===== config.mk =====
export PLATFORM = sky130hd
export DESIGN_NAME = dpfc_flash_ctrl
export DESIGN_NICKNAME = d
export VERILOG_FILES = /design/src/dpfc_pkg.sv /design/src/dpfc_delay_cnt.sv /design/src/dpfc_flash_ctrl.sv /design/src/dpfc_status.sv
export VERILOG_INCLUDE_DIRS = /design/src
export SDC_FILE = /design/constraint.sdc
export NUM_CORES = 1
export LEC_CHECK = 0
export BUFFER_PORTS_ARGS = -buffer_cell sky130_fd_sc_hd__buf_2
export CAP_MARGIN = 20
export CORE_UTILIZATION = 30
export DETAILED_ROUTE_END_ITERATION = 12
export SLEW_MARGIN = 20
export SYNTH_ARGS = -nofsm -noshare
export SYNTH_HDL_FRONTEND = slang
export SYNTH_SLANG_ARGS = --single-unit
export TNS_END_PERCENT = 50

===== constraint.sdc =====
create_clock -name i_core_clk -period 4.76 [get_ports i_core_clk]
set_clock_uncertainty 0.15 [all_clocks]
set_input_delay 0.952 -clock i_core_clk [delete_from_list [all_inputs] [get_ports i_core_clk]]
set_output_delay 0.952 -clock i_core_clk [all_outputs]
set_load 0.02 [all_outputs]

===== src/dpfc_defines.svh =====
// Functional notes
// RULE1: outputs invalid until reset-to-output time elapses
// RULE2: command writes ignored until wake time elapses
// RULE3: single block erase and full-array erase
// RULE4: word program or page-buffer program
// RULE5: erase and program suspend, same-partition reads
// RULE6: nested suspend; program resumes before erase
// RULE7: reads elsewhere allow normal program/erase activity
// RULE8: OTP program/full erase: others status only
// RULE9: one busy partition; only page data queues
// RULE10: one status register per partition
// RULE11: host addresses commands inside target block
// RULE12: burst stops at partition boundary
// RULE13: data pins float when deselected or ungated
// RULE14: operation data held in internal latches
// RULE15: chip select high deselects control and inputs
// RULE16: burst address capture edge per config bit six
// RULE17: burst clock ignored in asynchronous mode
// RULE18: address width 21 or 22 bits
// RULE19: data pins carry commands in, mode data out
// RULE20: write captured on first rising strobe edge
// RULE21: reset leaves device in asynchronous array read
// RULE22: reset gives read array and status 80 hex
// RULE23: partition decoded from upper address bits
`ifndef DPFC_DEFINES_SVH
`define DPFC_DEFINES_SVH
`define DPFC_CLK_MHZ          125
`define DPFC_T_RST_OUT_NS     150
`define DPFC_T_RST_WR_NS      150
`define DPFC_RST_OUT_CYC      ((`DPFC_T_RST_OUT_NS * `DPFC_CLK_MHZ + 999) / 1000)
`define DPFC_RST_WR_CYC       ((`DPFC_T_RST_WR_NS * `DPFC_CLK_MHZ + 999) / 1000)
`define DPFC_ADDR_W           22
`define DPFC_STATUS_RESET     8'h80
`define DPFC_SR_READY         7
`define DPFC_SR_ERS_SUSP      6
`define DPFC_SR_PRG_SUSP      2
`define DPFC_CMD_READ_ARRAY   8'hFF
`define DPFC_CMD_READ_ID      8'h90
`define DPFC_CMD_READ_QUERY   8'h98
`define DPFC_CMD_READ_STATUS  8'h70
`define DPFC_CMD_CLR_STATUS   8'h50
`define DPFC_CMD_WORD_PROG    8'h40
`define DPFC_CMD_PAGE_PROG    8'hE8
`define DPFC_CMD_OTP_PROG     8'hC0
`define DPFC_CMD_BLK_ERASE    8'h20
`define DPFC_CMD_CHIP_ERASE   8'h30
`define DPFC_CMD_CONFIRM      8'hD0
`define DPFC_CMD_SUSPEND      8'hB0
`define DPFC_CMD_RESUME       8'hD0
`define DPFC_CMD_SET_RCR      8'h60
`define DPFC_CMD_RCR_CONFIRM  8'h03
`define DPFC_PAGE_WORDS       16
`define DPFC_PAGE_IDX_W       4
`define DPFC_RCR_SYNC_N       15
`define DPFC_RCR_CLK_EDGE     6
`define DPFC_PART_SHIFT       20
`define DPFC_BLK_SHIFT        15
`define DPFC_OP_CYCLES        16'h0040
`endif


===== src/dpfc_pkg.sv =====
`include "dpfc_defines.svh"
package dpfc_pkg;
  typedef enum logic [2:0] {
    DPFC_RM_ARRAY, DPFC_RM_STATUS, DPFC_RM_ID, DPFC_RM_QUERY
  } dpfc_rmode_t;
  typedef enum logic [2:0] {
    DPFC_OP_NONE, DPFC_OP_WORD, DPFC_OP_PAGE, DPFC_OP_OTP,
    DPFC_OP_BLK_ERASE, DPFC_OP_CHIP_ERASE
  } dpfc_op_t;
  typedef struct packed {
    logic [`DPFC_ADDR_W-1:0] addr;
    logic [15:0]             data;
  } dpfc_wr_t;
  typedef struct packed {
    logic                    start;
    dpfc_op_t                op;
    logic [1:0]              part;
    logic [`DPFC_ADDR_W-1:0] addr;
    logic [15:0]             data;
  } dpfc_array_cmd_t;
endpackage


===== src/dpfc_delay_cnt.sv =====
`timescale 1ns/1ps
`include "dpfc_defines.svh"
// counts enabled cycles after reset release and then stays done
module dpfc_delay_cnt #(
  parameter int unsigned CYCLES = 1
) (
  // clock and reset
  input  wire logic i_core_clk,
  input  wire logic i_rst_b,
  input  wire logic i_ce,
  // status
  output logic      o_done
);
  logic [15:0] cnt_r;
  always_ff @(posedge i_core_clk) begin
    if (!i_rst_b) begin
      cnt_r  <= 16'h0000;
      o_done <= 1'b0;
    end else if (i_ce && !o_done) begin
      cnt_r  <= cnt_r + 16'h0001;
      o_done <= (cnt_r + 16'h0001) >= 16'(CYCLES);
    end
  end
endmodule // dpfc_delay_cnt


===== src/dpfc_flash_ctrl.sv =====
`timescale 1ns/1ps
`include "dpfc_defines.svh"
module dpfc_flash_ctrl
  import dpfc_pkg::*;
(
  // clock and reset
  input  wire logic                    i_core_clk,
  input  wire logic                    i_rst_b,
  input  wire logic                    i_ce,
  // bus pins, synchronous to the core clock
  input  wire logic                    i_chip_sel_n,
  input  wire logic                    i_out_gate_n,
  input  wire logic                    i_write_n,
  input  wire logic                    i_address_valid_n,
  input  wire logic                    i_burst_clk,
  input  wire logic                    i_big_variant,
  input  wire logic [`DPFC_ADDR_W-1:0] i_address_pins,
  input  wire logic [15:0]             i_data_pins,
  // data pin drive
  output logic [15:0]                  o_data_pins,
  output logic                         o_data_oe,
  // array side
  output dpfc_pkg::dpfc_array_cmd_t    o_array_cmd,
  input  wire logic [15:0]             i_array_rdata,
  input  wire logic                    i_array_done,
  output logic                         o_standby
);
  import dpfc_pkg::*;

  typedef enum logic [2:0] {
    DPFC_S_IDLE, DPFC_S_SETUP, DPFC_S_PAGE_CNT, DPFC_S_PAGE_DATA,
    DPFC_S_CONFIRM, DPFC_S_RCR
  } dpfc_cmd_st_t;

  logic                    out_ok, wr_ok;
  logic                    we_d_r, cs_d_r, adv_d_r, bclk_d_r;
  logic                    wr_edge;
  dpfc_wr_t                wr;
  logic [`DPFC_ADDR_W-1:0] amask;
  logic [1:0]              wpart;
  logic [1:0]              rpart;
  dpfc_cmd_st_t            cmd_st_r;
  dpfc_op_t                pend_op_r;
  dpfc_rmode_t             rmode_r [4];
  logic [15:0]             rcr_r;
  dpfc_op_t                act_op_r, susp_prg_op_r;
  logic [1:0]              act_part_r, ers_part_r, prg_part_r;
  logic                    busy_r, ers_susp_r, prg_susp_r;
  logic [`DPFC_ADDR_W-1:0] op_addr_r, ers_addr_r, prg_addr_r;
  logic [15:0]             op_data_r, prg_data_r;
  logic [15:0]             page_buf_r [`DPFC_PAGE_WORDS];
  logic [`DPFC_PAGE_IDX_W-1:0] page_cnt_r, page_idx_r;
  logic [7:0]              status [4];
  logic [3:0]              clr_st;
  logic                    exclusive;
  logic [`DPFC_ADDR_W-1:0] burst_addr_r;
  logic                    burst_on_r;
  logic                    bclk_edge;

  dpfc_delay_cnt #(.CYCLES(`DPFC_RST_OUT_CYC)) u_out_dly (
    .i_core_clk(i_core_clk), .i_rst_b(i_rst_b), .i_ce(i_ce), .o_done(out_ok)); // RULE1
  dpfc_delay_cnt #(.CYCLES(`DPFC_RST_WR_CYC)) u_wr_dly (
    .i_core_clk(i_core_clk), .i_rst_b(i_rst_b), .i_ce(i_ce), .o_done(wr_ok)); // RULE2

  // variant address width: top bit forced low on the small part
  assign amask = i_big_variant ? {`DPFC_ADDR_W{1'b1}} : {1'b0, {(`DPFC_ADDR_W-1){1'b1}}}; // RULE18
  assign wr.addr = i_address_pins & amask;
  assign wr.data = i_data_pins;
  // partitions follow the four planes; plane size halves on the small part
  assign wpart = i_big_variant ? wr.addr[`DPFC_PART_SHIFT+1 -: 2]
                               : wr.addr[`DPFC_PART_SHIFT -: 2]; // RULE23
  // an active burst reads from its own address counter, not the pins
  assign rpart = !burst_on_r ? wpart
               : i_big_variant ? burst_addr_r[`DPFC_PART_SHIFT+1 -: 2]
                               : burst_addr_r[`DPFC_PART_SHIFT -: 2]; // RULE12 RULE23

  // whichever strobe rises first ends the write cycle
  assign wr_edge = (!we_d_r && !cs_d_r) && (i_write_n || i_chip_sel_n); // RULE20
  assign o_standby = i_chip_sel_n; // RULE15
  // a one-time-block program or full erase locks out every other partition
  assign exclusive = busy_r && (act_op_r == DPFC_OP_OTP || act_op_r == DPFC_OP_CHIP_ERASE);

  always_ff @(posedge i_core_clk) begin
    if (!i_rst_b) begin
      we_d_r   <= 1'b1;
      cs_d_r   <= 1'b1;
      adv_d_r  <= 1'b1;
      bclk_d_r <= 1'b0;
    end else if (i_ce) begin
      we_d_r   <= i_write_n;
      cs_d_r   <= i_chip_sel_n;
      adv_d_r  <= i_address_valid_n;
      bclk_d_r <= i_burst_clk;
    end
  end

  // command interface decoder
  always_ff @(posedge i_core_clk) begin
    if (!i_rst_b) begin
      cmd_st_r  <= DPFC_S_IDLE;
      pend_op_r <= DPFC_OP_NONE;
      page_cnt_r <= '0;
      page_idx_r <= '0;
      // asynchronous reads and a rising burst edge until configured
      rcr_r     <= 16'hFFFF;
      for (int i = 0; i < 4; i++) rmode_r[i] <= DPFC_RM_ARRAY; // RULE21 RULE22
    end else if (i_ce && wr_edge && wr_ok) begin // RULE2
      unique case (cmd_st_r)
        DPFC_S_IDLE: begin
          unique case (wr.data[7:0])
            `DPFC_CMD_READ_ARRAY:  rmode_r[wpart] <= DPFC_RM_ARRAY;
            `DPFC_CMD_READ_ID:     rmode_r[wpart] <= DPFC_RM_ID;
            `DPFC_CMD_READ_QUERY:  rmode_r[wpart] <= DPFC_RM_QUERY;
            `DPFC_CMD_READ_STATUS: rmode_r[wpart] <= DPFC_RM_STATUS;
            `DPFC_CMD_SET_RCR:     cmd_st_r <= DPFC_S_RCR;
            `DPFC_CMD_WORD_PROG, `DPFC_CMD_OTP_PROG, `DPFC_CMD_BLK_ERASE,
            `DPFC_CMD_CHIP_ERASE, `DPFC_CMD_PAGE_PROG: begin
              // one active operation; a parked erase lets only word and page programs start
              if (!busy_r && !exclusive && !prg_susp_r &&
                  (!ers_susp_r || wr.data[7:0] == `DPFC_CMD_WORD_PROG ||
                   wr.data[7:0] == `DPFC_CMD_PAGE_PROG)) begin // RULE9
                pend_op_r <= (wr.data[7:0] == `DPFC_CMD_WORD_PROG) ? DPFC_OP_WORD :
                             (wr.data[7:0] == `DPFC_CMD_OTP_PROG)  ? DPFC_OP_OTP :
                             (wr.data[7:0] == `DPFC_CMD_BLK_ERASE) ? DPFC_OP_BLK_ERASE :
                             (wr.data[7:0] == `DPFC_CMD_CHIP_ERASE) ? DPFC_OP_CHIP_ERASE :
                             DPFC_OP_PAGE; // RULE3 RULE4
                cmd_st_r <= (wr.data[7:0] == `DPFC_CMD_PAGE_PROG) ? DPFC_S_PAGE_CNT :
                            (wr.data[7:0] == `DPFC_CMD_WORD_PROG ||
                             wr.data[7:0] == `DPFC_CMD_OTP_PROG) ? DPFC_S_SETUP
                                                                 : DPFC_S_CONFIRM;
                rmode_r[wpart] <= DPFC_RM_STATUS;
              end
            end
            default: ;
          endcase
        end
        DPFC_S_SETUP: cmd_st_r <= DPFC_S_IDLE;
        DPFC_S_PAGE_CNT: begin
          page_cnt_r <= wr.data[`DPFC_PAGE_IDX_W-1:0];
          page_idx_r <= '0;
          cmd_st_r   <= DPFC_S_PAGE_DATA;
        end
        DPFC_S_PAGE_DATA: begin
          page_idx_r <= page_idx_r + 1'b1;
          if (page_idx_r == page_cnt_r) cmd_st_r <= DPFC_S_CONFIRM;
        end
        DPFC_S_CONFIRM: cmd_st_r <= DPFC_S_IDLE;
        DPFC_S_RCR: begin
          if (wr.data[7:0] == `DPFC_CMD_RCR_CONFIRM) rcr_r <= wr.addr[15:0];
          cmd_st_r <= DPFC_S_IDLE;
        end
      endcase
    end
  end

  // page buffer: the only data queued ahead of an operation
  // no reset: only words written since the setup are ever handed on
  always_ff @(posedge i_core_clk) begin
    if (i_ce && wr_edge && wr_ok && cmd_st_r == DPFC_S_PAGE_DATA)
      page_buf_r[page_idx_r] <= wr.data; // RULE9 RULE14
  end

  // write state machine with nested suspend
  always_ff @(posedge i_core_clk) begin
    if (!i_rst_b) begin
      busy_r        <= 1'b0;
      act_op_r      <= DPFC_OP_NONE;
      act_part_r    <= 2'h0;
      op_addr_r     <= '0;
      op_data_r     <= 16'h0000;
      ers_susp_r    <= 1'b0;
      prg_susp_r    <= 1'b0;
      ers_part_r    <= 2'h0;
      prg_part_r    <= 2'h0;
      ers_addr_r    <= '0;
      prg_addr_r    <= '0;
      prg_data_r    <= 16'h0000;
      susp_prg_op_r <= DPFC_OP_NONE;
    end else if (i_ce) begin
      // completion wins over a suspend in the same cycle: the operation is over
      if (busy_r && i_array_done) begin
        busy_r <= 1'b0;
      end else if (wr_edge && wr_ok) begin
        if ((cmd_st_r == DPFC_S_SETUP) ||
            (cmd_st_r == DPFC_S_CONFIRM && wr.data[7:0] == `DPFC_CMD_CONFIRM)) begin
          busy_r     <= 1'b1;
          act_op_r   <= pend_op_r;
          act_part_r <= wpart;
          op_addr_r  <= wr.addr; // RULE14
          op_data_r  <= wr.data; // RULE14
        end else if (cmd_st_r == DPFC_S_IDLE && busy_r &&
                     wr.data[7:0] == `DPFC_CMD_SUSPEND) begin // RULE5
          // one-time-block program and full erase cannot park, so they run on
          if (act_op_r == DPFC_OP_BLK_ERASE && !ers_susp_r) begin
            busy_r     <= 1'b0;
            ers_susp_r <= 1'b1;
            ers_part_r <= act_part_r;
            ers_addr_r <= op_addr_r;
          end else if ((act_op_r == DPFC_OP_WORD || act_op_r == DPFC_OP_PAGE) &&
                       !prg_susp_r) begin // RULE6
            busy_r        <= 1'b0;
            prg_susp_r    <= 1'b1;
            prg_part_r    <= act_part_r;
            prg_addr_r    <= op_addr_r;
            prg_data_r    <= op_data_r;
            susp_prg_op_r <= act_op_r;
          end
        end else if (cmd_st_r == DPFC_S_IDLE && !busy_r &&
                     wr.data[7:0] == `DPFC_CMD_RESUME) begin
          // the inner program always resumes before the outer erase
          if (prg_susp_r) begin // RULE6
            prg_susp_r <= 1'b0;
            busy_r     <= 1'b1;
            act_op_r   <= susp_prg_op_r;
            act_part_r <= prg_part_r;
            op_addr_r  <= prg_addr_r;
            op_data_r  <= prg_data_r;
          end else if (ers_susp_r) begin
            ers_susp_r <= 1'b0;
            busy_r     <= 1'b1;
            act_op_r   <= DPFC_OP_BLK_ERASE;
            act_part_r <= ers_part_r;
            op_addr_r  <= ers_addr_r;
          end
        end
      end
    end
  end

  assign o_array_cmd.start = busy_r;
  assign o_array_cmd.op    = act_op_r;
  assign o_array_cmd.part  = act_part_r;
  assign o_array_cmd.addr  = op_addr_r;
  assign o_array_cmd.data  = (act_op_r == DPFC_OP_PAGE) ? page_buf_r[0] : op_data_r;

  always_comb begin
    for (int p = 0; p < 4; p++)
      clr_st[p] = wr_edge && wr_ok && cmd_st_r == DPFC_S_IDLE && wpart == 2'(p) &&
                  wr.data[7:0] == `DPFC_CMD_CLR_STATUS;
  end

  genvar g;
  generate
    for (g = 0; g < 4; g++) begin : g_status
      dpfc_status u_status (
        .i_core_clk (i_core_clk),
        .i_rst_b    (i_rst_b),
        .i_ce       (i_ce),
        .i_busy     (busy_r && act_part_r == 2'(g)),
        .i_prg_susp (prg_susp_r && prg_part_r == 2'(g)),
        .i_ers_susp (ers_susp_r && ers_part_r == 2'(g)),
        .i_clear    (clr_st[g]),
        .o_status   (status[g])); // RULE10
    end
  endgenerate

  // burst address capture on the configured clock edge or on a rising address valid, only in sync mode
  assign bclk_edge = rcr_r[`DPFC_RCR_CLK_EDGE] ? (i_burst_clk && !bclk_d_r)
                                               : (!i_burst_clk && bclk_d_r); // RULE16
  always_ff @(posedge i_core_clk) begin
    if (!i_rst_b) begin
      burst_addr_r <= '0;
      burst_on_r   <= 1'b0;
    end else if (i_ce) begin
      if (i_chip_sel_n || rcr_r[`DPFC_RCR_SYNC_N]) begin // RULE17
        burst_on_r <= 1'b0;
      end else if ((!i_address_valid_n && bclk_edge) || (i_address_valid_n && !adv_d_r)) begin
        burst_addr_r <= wr.addr; // RULE16
        burst_on_r   <= 1'b1;
      end else if (bclk_edge && burst_on_r) begin
        // stop at the partition boundary; host restarts the burst
        if (i_big_variant ? &burst_addr_r[`DPFC_PART_SHIFT-1:0]
                          : &burst_addr_r[`DPFC_PART_SHIFT-2:0]) burst_on_r <= 1'b0; // RULE12
        else burst_addr_r <= burst_addr_r + 1'b1;
      end
    end
  end

  // read data path
  always_ff @(posedge i_core_clk) begin
    if (!i_rst_b) begin
      o_data_pins <= 16'h0000;
      o_data_oe   <= 1'b0;
    end else if (i_ce) begin
      o_data_oe <= out_ok && !i_chip_sel_n && !i_out_gate_n && i_write_n; // RULE1 RULE13
      // the running partition, and all others during an exclusive op, read status
      if (exclusive && rpart != act_part_r) begin
        o_data_pins <= {8'h00, status[rpart]}; // RULE8
      end else if (busy_r && rpart == act_part_r) begin
        o_data_pins <= {8'h00, status[rpart]};
      end else begin
        unique case (rmode_r[rpart]) // RULE7 RULE19
          DPFC_RM_ARRAY:  o_data_pins <= i_array_rdata;
          DPFC_RM_STATUS: o_data_pins <= {8'h00, status[rpart]};
          DPFC_RM_ID:     o_data_pins <= i_array_rdata;
          DPFC_RM_QUERY:  o_data_pins <= i_array_rdata;
          default:        o_data_pins <= i_array_rdata;
        endcase
      end
    end
  end
endmodule // dpfc_flash_ctrl


===== src/dpfc_status.sv =====
`timescale 1ns/1ps
`include "dpfc_defines.svh"
// per-partition status register; hardware set wins over clear
module dpfc_status (
  // clock and reset
  input  wire logic       i_core_clk,
  input  wire logic       i_rst_b,
  input  wire logic       i_ce,
  // controls
  input  wire logic       i_busy,
  input  wire logic       i_prg_susp,
  input  wire logic       i_ers_susp,
  input  wire logic       i_clear,
  // status
  output logic [7:0]      o_status
);
  always_ff @(posedge i_core_clk) begin
    if (!i_rst_b) begin
      o_status <= `DPFC_STATUS_RESET; // RULE22
    end else if (i_ce) begin
      o_status[`DPFC_SR_READY]    <= !i_busy; // RULE10
      o_status[`DPFC_SR_ERS_SUSP] <= i_ers_susp;
      o_status[`DPFC_SR_PRG_SUSP] <= i_prg_susp;
      if (i_clear) begin
        o_status[5:3] <= 3'h0;
        o_status[1:0] <= 2'h0;
      end
    end
  end
endmodule // dpfc_status


==> results of run 1 <==
[power by group through the flow]
stage	logic (mW)	clock network [mW]	registers [mW]
after CTS	0.239	2.31	2.10
after global routing	0.261	2.40	2.10
after global placement	0.235	0	2.14
after detailed placement	0.238	0	2.14
final	0.239	2.24	2.10
after floorplan	0.133	0	2.15
[cells in the mapped netlist (5+ instances only)]
master,count
o221a_2,5
xor2_1,23
nand3_1,43
edfxtp_1,24
a21oi_2,22
a211oi_1,7
nand4b_1,6
o31a_1,6
mux2_2,16
dfxtp_1,219
mux2i_1,39
o211ai_1,25
o31ai_1,15
and3_1,5
nand2_1,289
mux4_2,5
nor3_1,20
xnor2_1,20
nor2_1,126
clkbuf_1,80
buf_2,14
inv_1,18
o22ai_1,8
buf_6,9
ha_1,7
a31oi_1,10
o21ai_0,38
or3_1,10
a21oi_1,135
o32ai_1,5
nor4_1,16
and2_1,8
nand2_2,20
nand2b_1,12
nand4_1,23
a311oi_1,22
or4_1,6
[metal layers]
| metal | up-vias | routed length [um] |
|---|---|---|
| li1 | 5178 | - |
| met1 | 4932 | 14700 |
| met2 | 208 | 15200 |
| met3 | 50 | 1510 |
| met4 | 2 | 778 |
| met5 | - | 9 |
[through the flow]
step	hold slack (ps)	power, mW	instances	utilization (%)
final	302	4.57	2035	35.4
after global routing	314	4.75	2034	35.4
after CTS	302	4.64	2033	35.4
after detailed placement	294	2.38	1980	32.9
after global placement	288	2.37	1980	32.9
after floorplan	279	2.28	1426	-
[critical path, stage by stage]
cell	delay, ps
buf_2	150
or4_4	620
or4_4	630
nor4_4	740
buf_4	450
nand2_1	100
a21oi_1	140
[cell type report]
type | instances | area, um^2
Antenna cell | 2 | 5.00
Clock buffer | 36 | 792
Clock inverter | 17 | 176
Fill cell | 3995 | 25100
Inverter | 18 | 72.6
Multi-Input combinational cell | 1053 | 6150
Sequential cell | 243 | 5110
Tap cell | 518 | 648
Timing Repair Buffer | 148 | 798
[sequential cells by signal, summed over array words and instances, names as in the netlist, 22 cells and up]
signal / count
prg_addr_r: 22
burst_addr_r: 22
ers_addr_r: 22
op_addr_r: 22
[logic make-up after synthesis]
logic type	count (synthesis)	synth area share (%)
and+or+nand+nor	613	23.9
buffers and inverters	130	5.24
muxes	60	5.77
adders and majority gates	8	0.824
xor gates and xnor gates	43	3.18
AOI/OAI and AO/OA	329	18.0
DFF	243	43.1
[how the worst max path moves through the flow]
stage	end	from
after floorplan	page_buf_r[0][0]	i_ce
after detailed placement	prg_addr_r[21]	i_data_pins[0]
after global routing	prg_addr_r[10]	i_data_pins[0]
final	prg_addr_r[10]	i_data_pins[0]
after CTS	prg_addr_r[10]	i_data_pins[0]
after global placement	prg_addr_r[15]	i_data_pins[0]
==> results.py, run 1 <==
metrics = {
    "logic_synthesis": {
        "yosysSeqAreaShare_pct": 43.1,
        "synth_top_area_cell": "dfxtp_1",
        "netlist_area_mm2": 0.0118,
        "synthTopCellsByArea": "dfxtp_1 (37%), nand2_1 (9.2%), edfxtp_1 (6.1%), a21oi_1 (5.7%), nor2_1 (4.0%)",
        "synthFlopType": "dfxtp_1",
        "avgSynthCellArea_um2": 8.31,
        "ys_ff_latch": 243,
        "async_flop_share_pct": 0,
        "synth.distinct_cells": 73,
        "netlist_instances": 1426,
        "synth_nets": 1497,
        "synth_enable_flop_cells": 24,
        "yosys_warnings": 0,
        "synth_top_area_share_pct": 37.0,
    },
    "clock_network": {
        "cts_setup_buffers": 0,
        "clock_path_buffers": 3,
        "ctsHoldBuffers": 0,
        "cts-htree-levels": 1,
        "cts_tree": "built",
        "cts.sinks": 243,
        "root_buffer": "clkbuf_16",
        "clkLatencyLatePin_ps": 580,
        "clk_pin_slew_ps": 60,
        "cts_inserted_buffers": 29,
        "cts.repair.resized": 0,
    },
    "power": {
        "power.internal_mw": 3.50,
        "power_frac_seq_pct": 45.8,
        "total_leakage_power_nw": 4.74,
        "vdd_drop_max_uv": 302,
        "p_switching_mw": 1.08,
        "sw_frac_of_total_pct": 23.5,
        "power_density_mw_per_mm2": 333,
        "p_comb_share_pct": 5.2,
        "power_frac_clock_pct": 49.0,
    },
    "route": {
        "drt-initial-drc-count": 658,
        "vias_per_cell": 5.10,
        "wl_per_cell_um": 15.9,
        "firstDrtPassIters": 5,
        "wl_mm": 32.3,
        "num_vias": 10370,
        "ant_nets": 0,
        "drc": 0,
    },
    "worst_setup_path": {
        "cp.required_ps": 5110,
        "r2r-end": "prg_addr_r[10]",
        "cp_max_fo": 26,
        "rrSetupSlack_ps": 1530,
        "critPathCaptureType": "flip-flop",
        "arrival_ps": 3810,
        "rr_worst_depth": 6,
        "crit_type": "in -> reg",
        "r2r_start": "cmd_st_r[0]",
        "start_kind": "input port",
    },
    "timing": {
        "tns_ps": 0,
        "min_period_ps": 3450,
        "drv_slew": 0,
        "final_hold_viol_count": 0,
        "max_freq_mhz": 290,
        "worstMarginPinSlew_ps": 1020,
        "rsz0062_at_grt": "false",
        "slew_headroom_pct": 31.9,
        "finalSetupViolCount": 0,
        "finalWorstSetupSlack_ps": 1310,
        "min_period_over_period_pct": 72.5,
    },
    "global_route": {
        "grt_pass1_vias": 9879,
        "grt-ovfl-total": 0,
        "grtUsageMet1_pct": 20.1,
        "grt_util_met2_pct": 26.7,
        "grt_max_degree": 81,
        "grt_pass1_wl_mm": 52.2,
        "grt_use_total_pct": 15.7,
        "top_usage_layer": "met2",
        "grt.met3_usage_pct": 2.92,
        "antenna_found_initial": 3,
    },
    "finish": {
        "final_common_cell": "nand2_1",
        "final_cell_mix": "nand2_1 (289), dfxtp_1 (218), a21oi_1 (135)",
        "drive_gt1_share_pct": 18.7,
        "design_area_mm2": 0.0138,
        "area_delta_synth_final_pct": 16.1,
        "layout.nets": 1564,
    },
    "place": {
        "placed_cell_area_mm2": 0.0128,
        "numPortBuffers": 125,
        "dpl_worst_slack_ps": 715,
        "gp_congestion": 0.832,
        "place_hpwl_mm": 21.6,
    },
    "run_status": {
        "status": "complete, no violations",
    },
    "hold_path": {
        "hold_end": "ers_addr_r[9]",
        "hold_start": "ers_addr_r[9]",
        "hold_class": "reg -> reg",
        "holdPathStages": 2,
    },
    "floorplanning": {
        "die_h_um": 201,
        "die_w_um": 201,
        "start_util_pct": 30.5,
        "dieArea_mm2": 0.0403,
        "fp-row-count": 72,
        "coreArea_mm2": 0.0388,
        "ioPinCount": 126,
    },
    "job": {
        "maxCapViolations": 0,
    },
}
(Power assumes the default switching activity.)
==> run 2: changes to the inputs <==
==> constraint.sdc (replaced) <==
create_clock -name i_core_clk -period 3.51 [get_ports i_core_clk]
set_clock_uncertainty 0.15 [all_clocks]
set_input_delay 0.702 -clock i_core_clk [delete_from_list [all_inputs] [get_ports i_core_clk]]
set_output_delay 0.702 -clock i_core_clk [all_outputs]
set_load 0.02 [all_outputs]
==> run 2 against run 1 <==
Effect of this change: highest routed layer unchanged; non-clock buffer count rose by 18; critical path depth fell by 3; setup slack got worse by 700 ps; via count rose by 0.73%; worst hold slack got worse by 91 ps; combinational power rose by 39%; power rose by 34%; die area did not move; flip-flop and latch count did not move.
==> results.py, run 2 (synthesis gave the netlist of run 1 again) <==
metrics = {
    "run_status": {
        "status": "complete, no violations",
    },
    "route": {
        "num_vias": 10446,
        "ant_nets": 0,
        "wl_per_cell_um": 15.8,
        "wl_mm": 32.5,
        "firstDrtPassIters": 5,
        "drc": 0,
        "drt-initial-drc-count": 839,
        "vias_per_cell": 5.10,
    },
    "timing": {
        "worstMarginPinSlew_ps": 643,
        "tns_ps": 0,
        "min_period_over_period_pct": 82.8,
        "final_hold_viol_count": 0,
        "min_period_ps": 2910,
        "rsz0062_at_grt": "false",
        "whs_ps": 211,
        "drv_slew": 0,
        "slew_headroom_pct": 56.8,
        "finalSetupViolCount": 0,
        "max_freq_mhz": 344,
    },
    "clock_network": {
        "cts_tree": "built",
        "cts-htree-levels": 1,
        "cts.repair.resized": 0,
        "cts_inserted_buffers": 27,
        "root_buffer": "clkbuf_16",
        "clk_pin_slew_ps": 60,
        "ctsHoldBuffers": 0,
        "cts.sinks": 243,
        "clock_path_buffers": 3,
        "clkLatencyLatePin_ps": 530,
        "cts_setup_buffers": 0,
    },
    "finish": {
        "final_cells": 2049,
        "final_common_cell": "nand2_1",
        "area_delta_synth_final_pct": 17.3,
        "multiInputGateArea_mm2": 0.00616,
        "final_cell_mix": "nand2_1 (289), dfxtp_1 (218), a21oi_1 (135)",
        "layout.nets": 1580,
        "drive_gt1_share_pct": 19.6,
        "utilization_pct": 35.8,
        "regArea_mm2": 0.00511,
        "fillerInstances": 3975,
    },
    "global_route": {
        "grt_pass1_vias": 9838,
        "grt_use_total_pct": 15.8,
        "grt-ovfl-total": 0,
        "grt_pass1_wl_mm": 52.6,
        "antenna_found_initial": 5,
        "grt_max_degree": 72,
    },
    "hold_path": {
        "hold_start": "i_data_pins[8]",
        "hold_end": "page_buf_r[0][8]",
        "hold_class": "in -> reg",
        "holdPathStages": 1,
    },
    "power": {
        "power.total_mw": 6.12,
        "total_leakage_power_nw": 4.82,
        "power_density_mw_per_mm2": 441,
        "vdd_drop_max_uv": 311,
    },
    "worst_setup_path": {
        "r2r_start": "cmd_st_r[0]",
        "start_kind": "flip-flop",
        "r2r-end": "ers_addr_r[12]",
        "cp_max_fo": 16,
        "crit_type": "reg -> out",
        "cp.required_ps": 2660,
        "rrSetupSlack_ps": 670,
        "arrival_ps": 2050,
        "critPathCaptureType": "primary output",
        "rr_worst_depth": 5,
    },
    "floorplanning": {
        "die_h_um": 201,
        "coreArea_mm2": 0.0388,
        "start_util_pct": 30.5,
        "dieArea_mm2": 0.0403,
        "die_w_um": 201,
        "ioPinCount": 126,
        "fp-row-count": 72,
    },
    "place": {
        "gp_congestion": 0.820,
        "numPortBuffers": 125,
        "place_hpwl_mm": 22.1,
        "placed_cells": 1998,
    },
    "job": {
        "maxCapViolations": 0,
    },
}
run 2: changes by cell type in the layout (fill, tap and decap cells not counted), sizes merged:
cell      before  now
clkinvlp       1    3
bufinv         3    4
inv           19   18
buf          148  166
clkbuf        36   32
clkinv        12   10
run 2: critical path: stages (launching register included):
cell and delay, ps:
dfxtp_1 500, nor3b_2 220, buf_4 270, mux2_2 370, buf_2 160
run 2: layer usage:
layer	GRT usage, %	routed length (um)	up-vias
li1	-	-	5210
met2	26.2	15200	258
met1	20.7	14700	4915
met4	4.53	644	6
met3	3.18	1910	57
met5	0	34	-
run 2: power by group:
group	switching, mW	internal, mW	leakage [nW]	total (mW)
Clock	1.18	1.76	0.446	2.95
Sequential	0.0172	2.82	1.99	2.84
Combinational	0.225	0.108	2.38	0.333
Total	1.43	4.70	4.82	6.12
run 2: worst max-delay path by stage:
stage | start | end | slack, ps | cells after the start
2_1_floorplan | i_ce | page_buf_r[0][0] | 5 | 6
3_3_place_gp | i_data_pins[0] | ers_addr_r[3] | 160 | 6
3_5_place_dp | i_data_pins[0] | ers_addr_r[12] | 160 | 6
4_1_cts | act_op_r[1] | o_array_cmd[3] | 580 | 4
5_1_grt | act_op_r[1] | o_array_cmd[0] | 480 | 4
6_report | act_op_r[1] | o_array_cmd[3] | 600 | 4
run 2: area by class of cell:
cell class | count | area share (%)
Antenna cell | 2 | 0.0360
Clock buffer | 32 | 5.21
Clock inverter | 17 | 1.39
Inverter | 18 | 0.522
Multi-Input combinational cell | 1053 | 44.3
Sequential cell | 243 | 36.7
Tap cell | 518 | 4.66
Timing Repair Buffer | 166 | 7.08
run 2: stage by stage:
step / instance area [um^2] / setup WS (ps)
finish: 13900 / 603
global route: 13900 / 484
CTS: 13900 / 580
detailed placement: 13000 / 165
global placement: 13000 / 161
floorplan: 11900 / 5.01
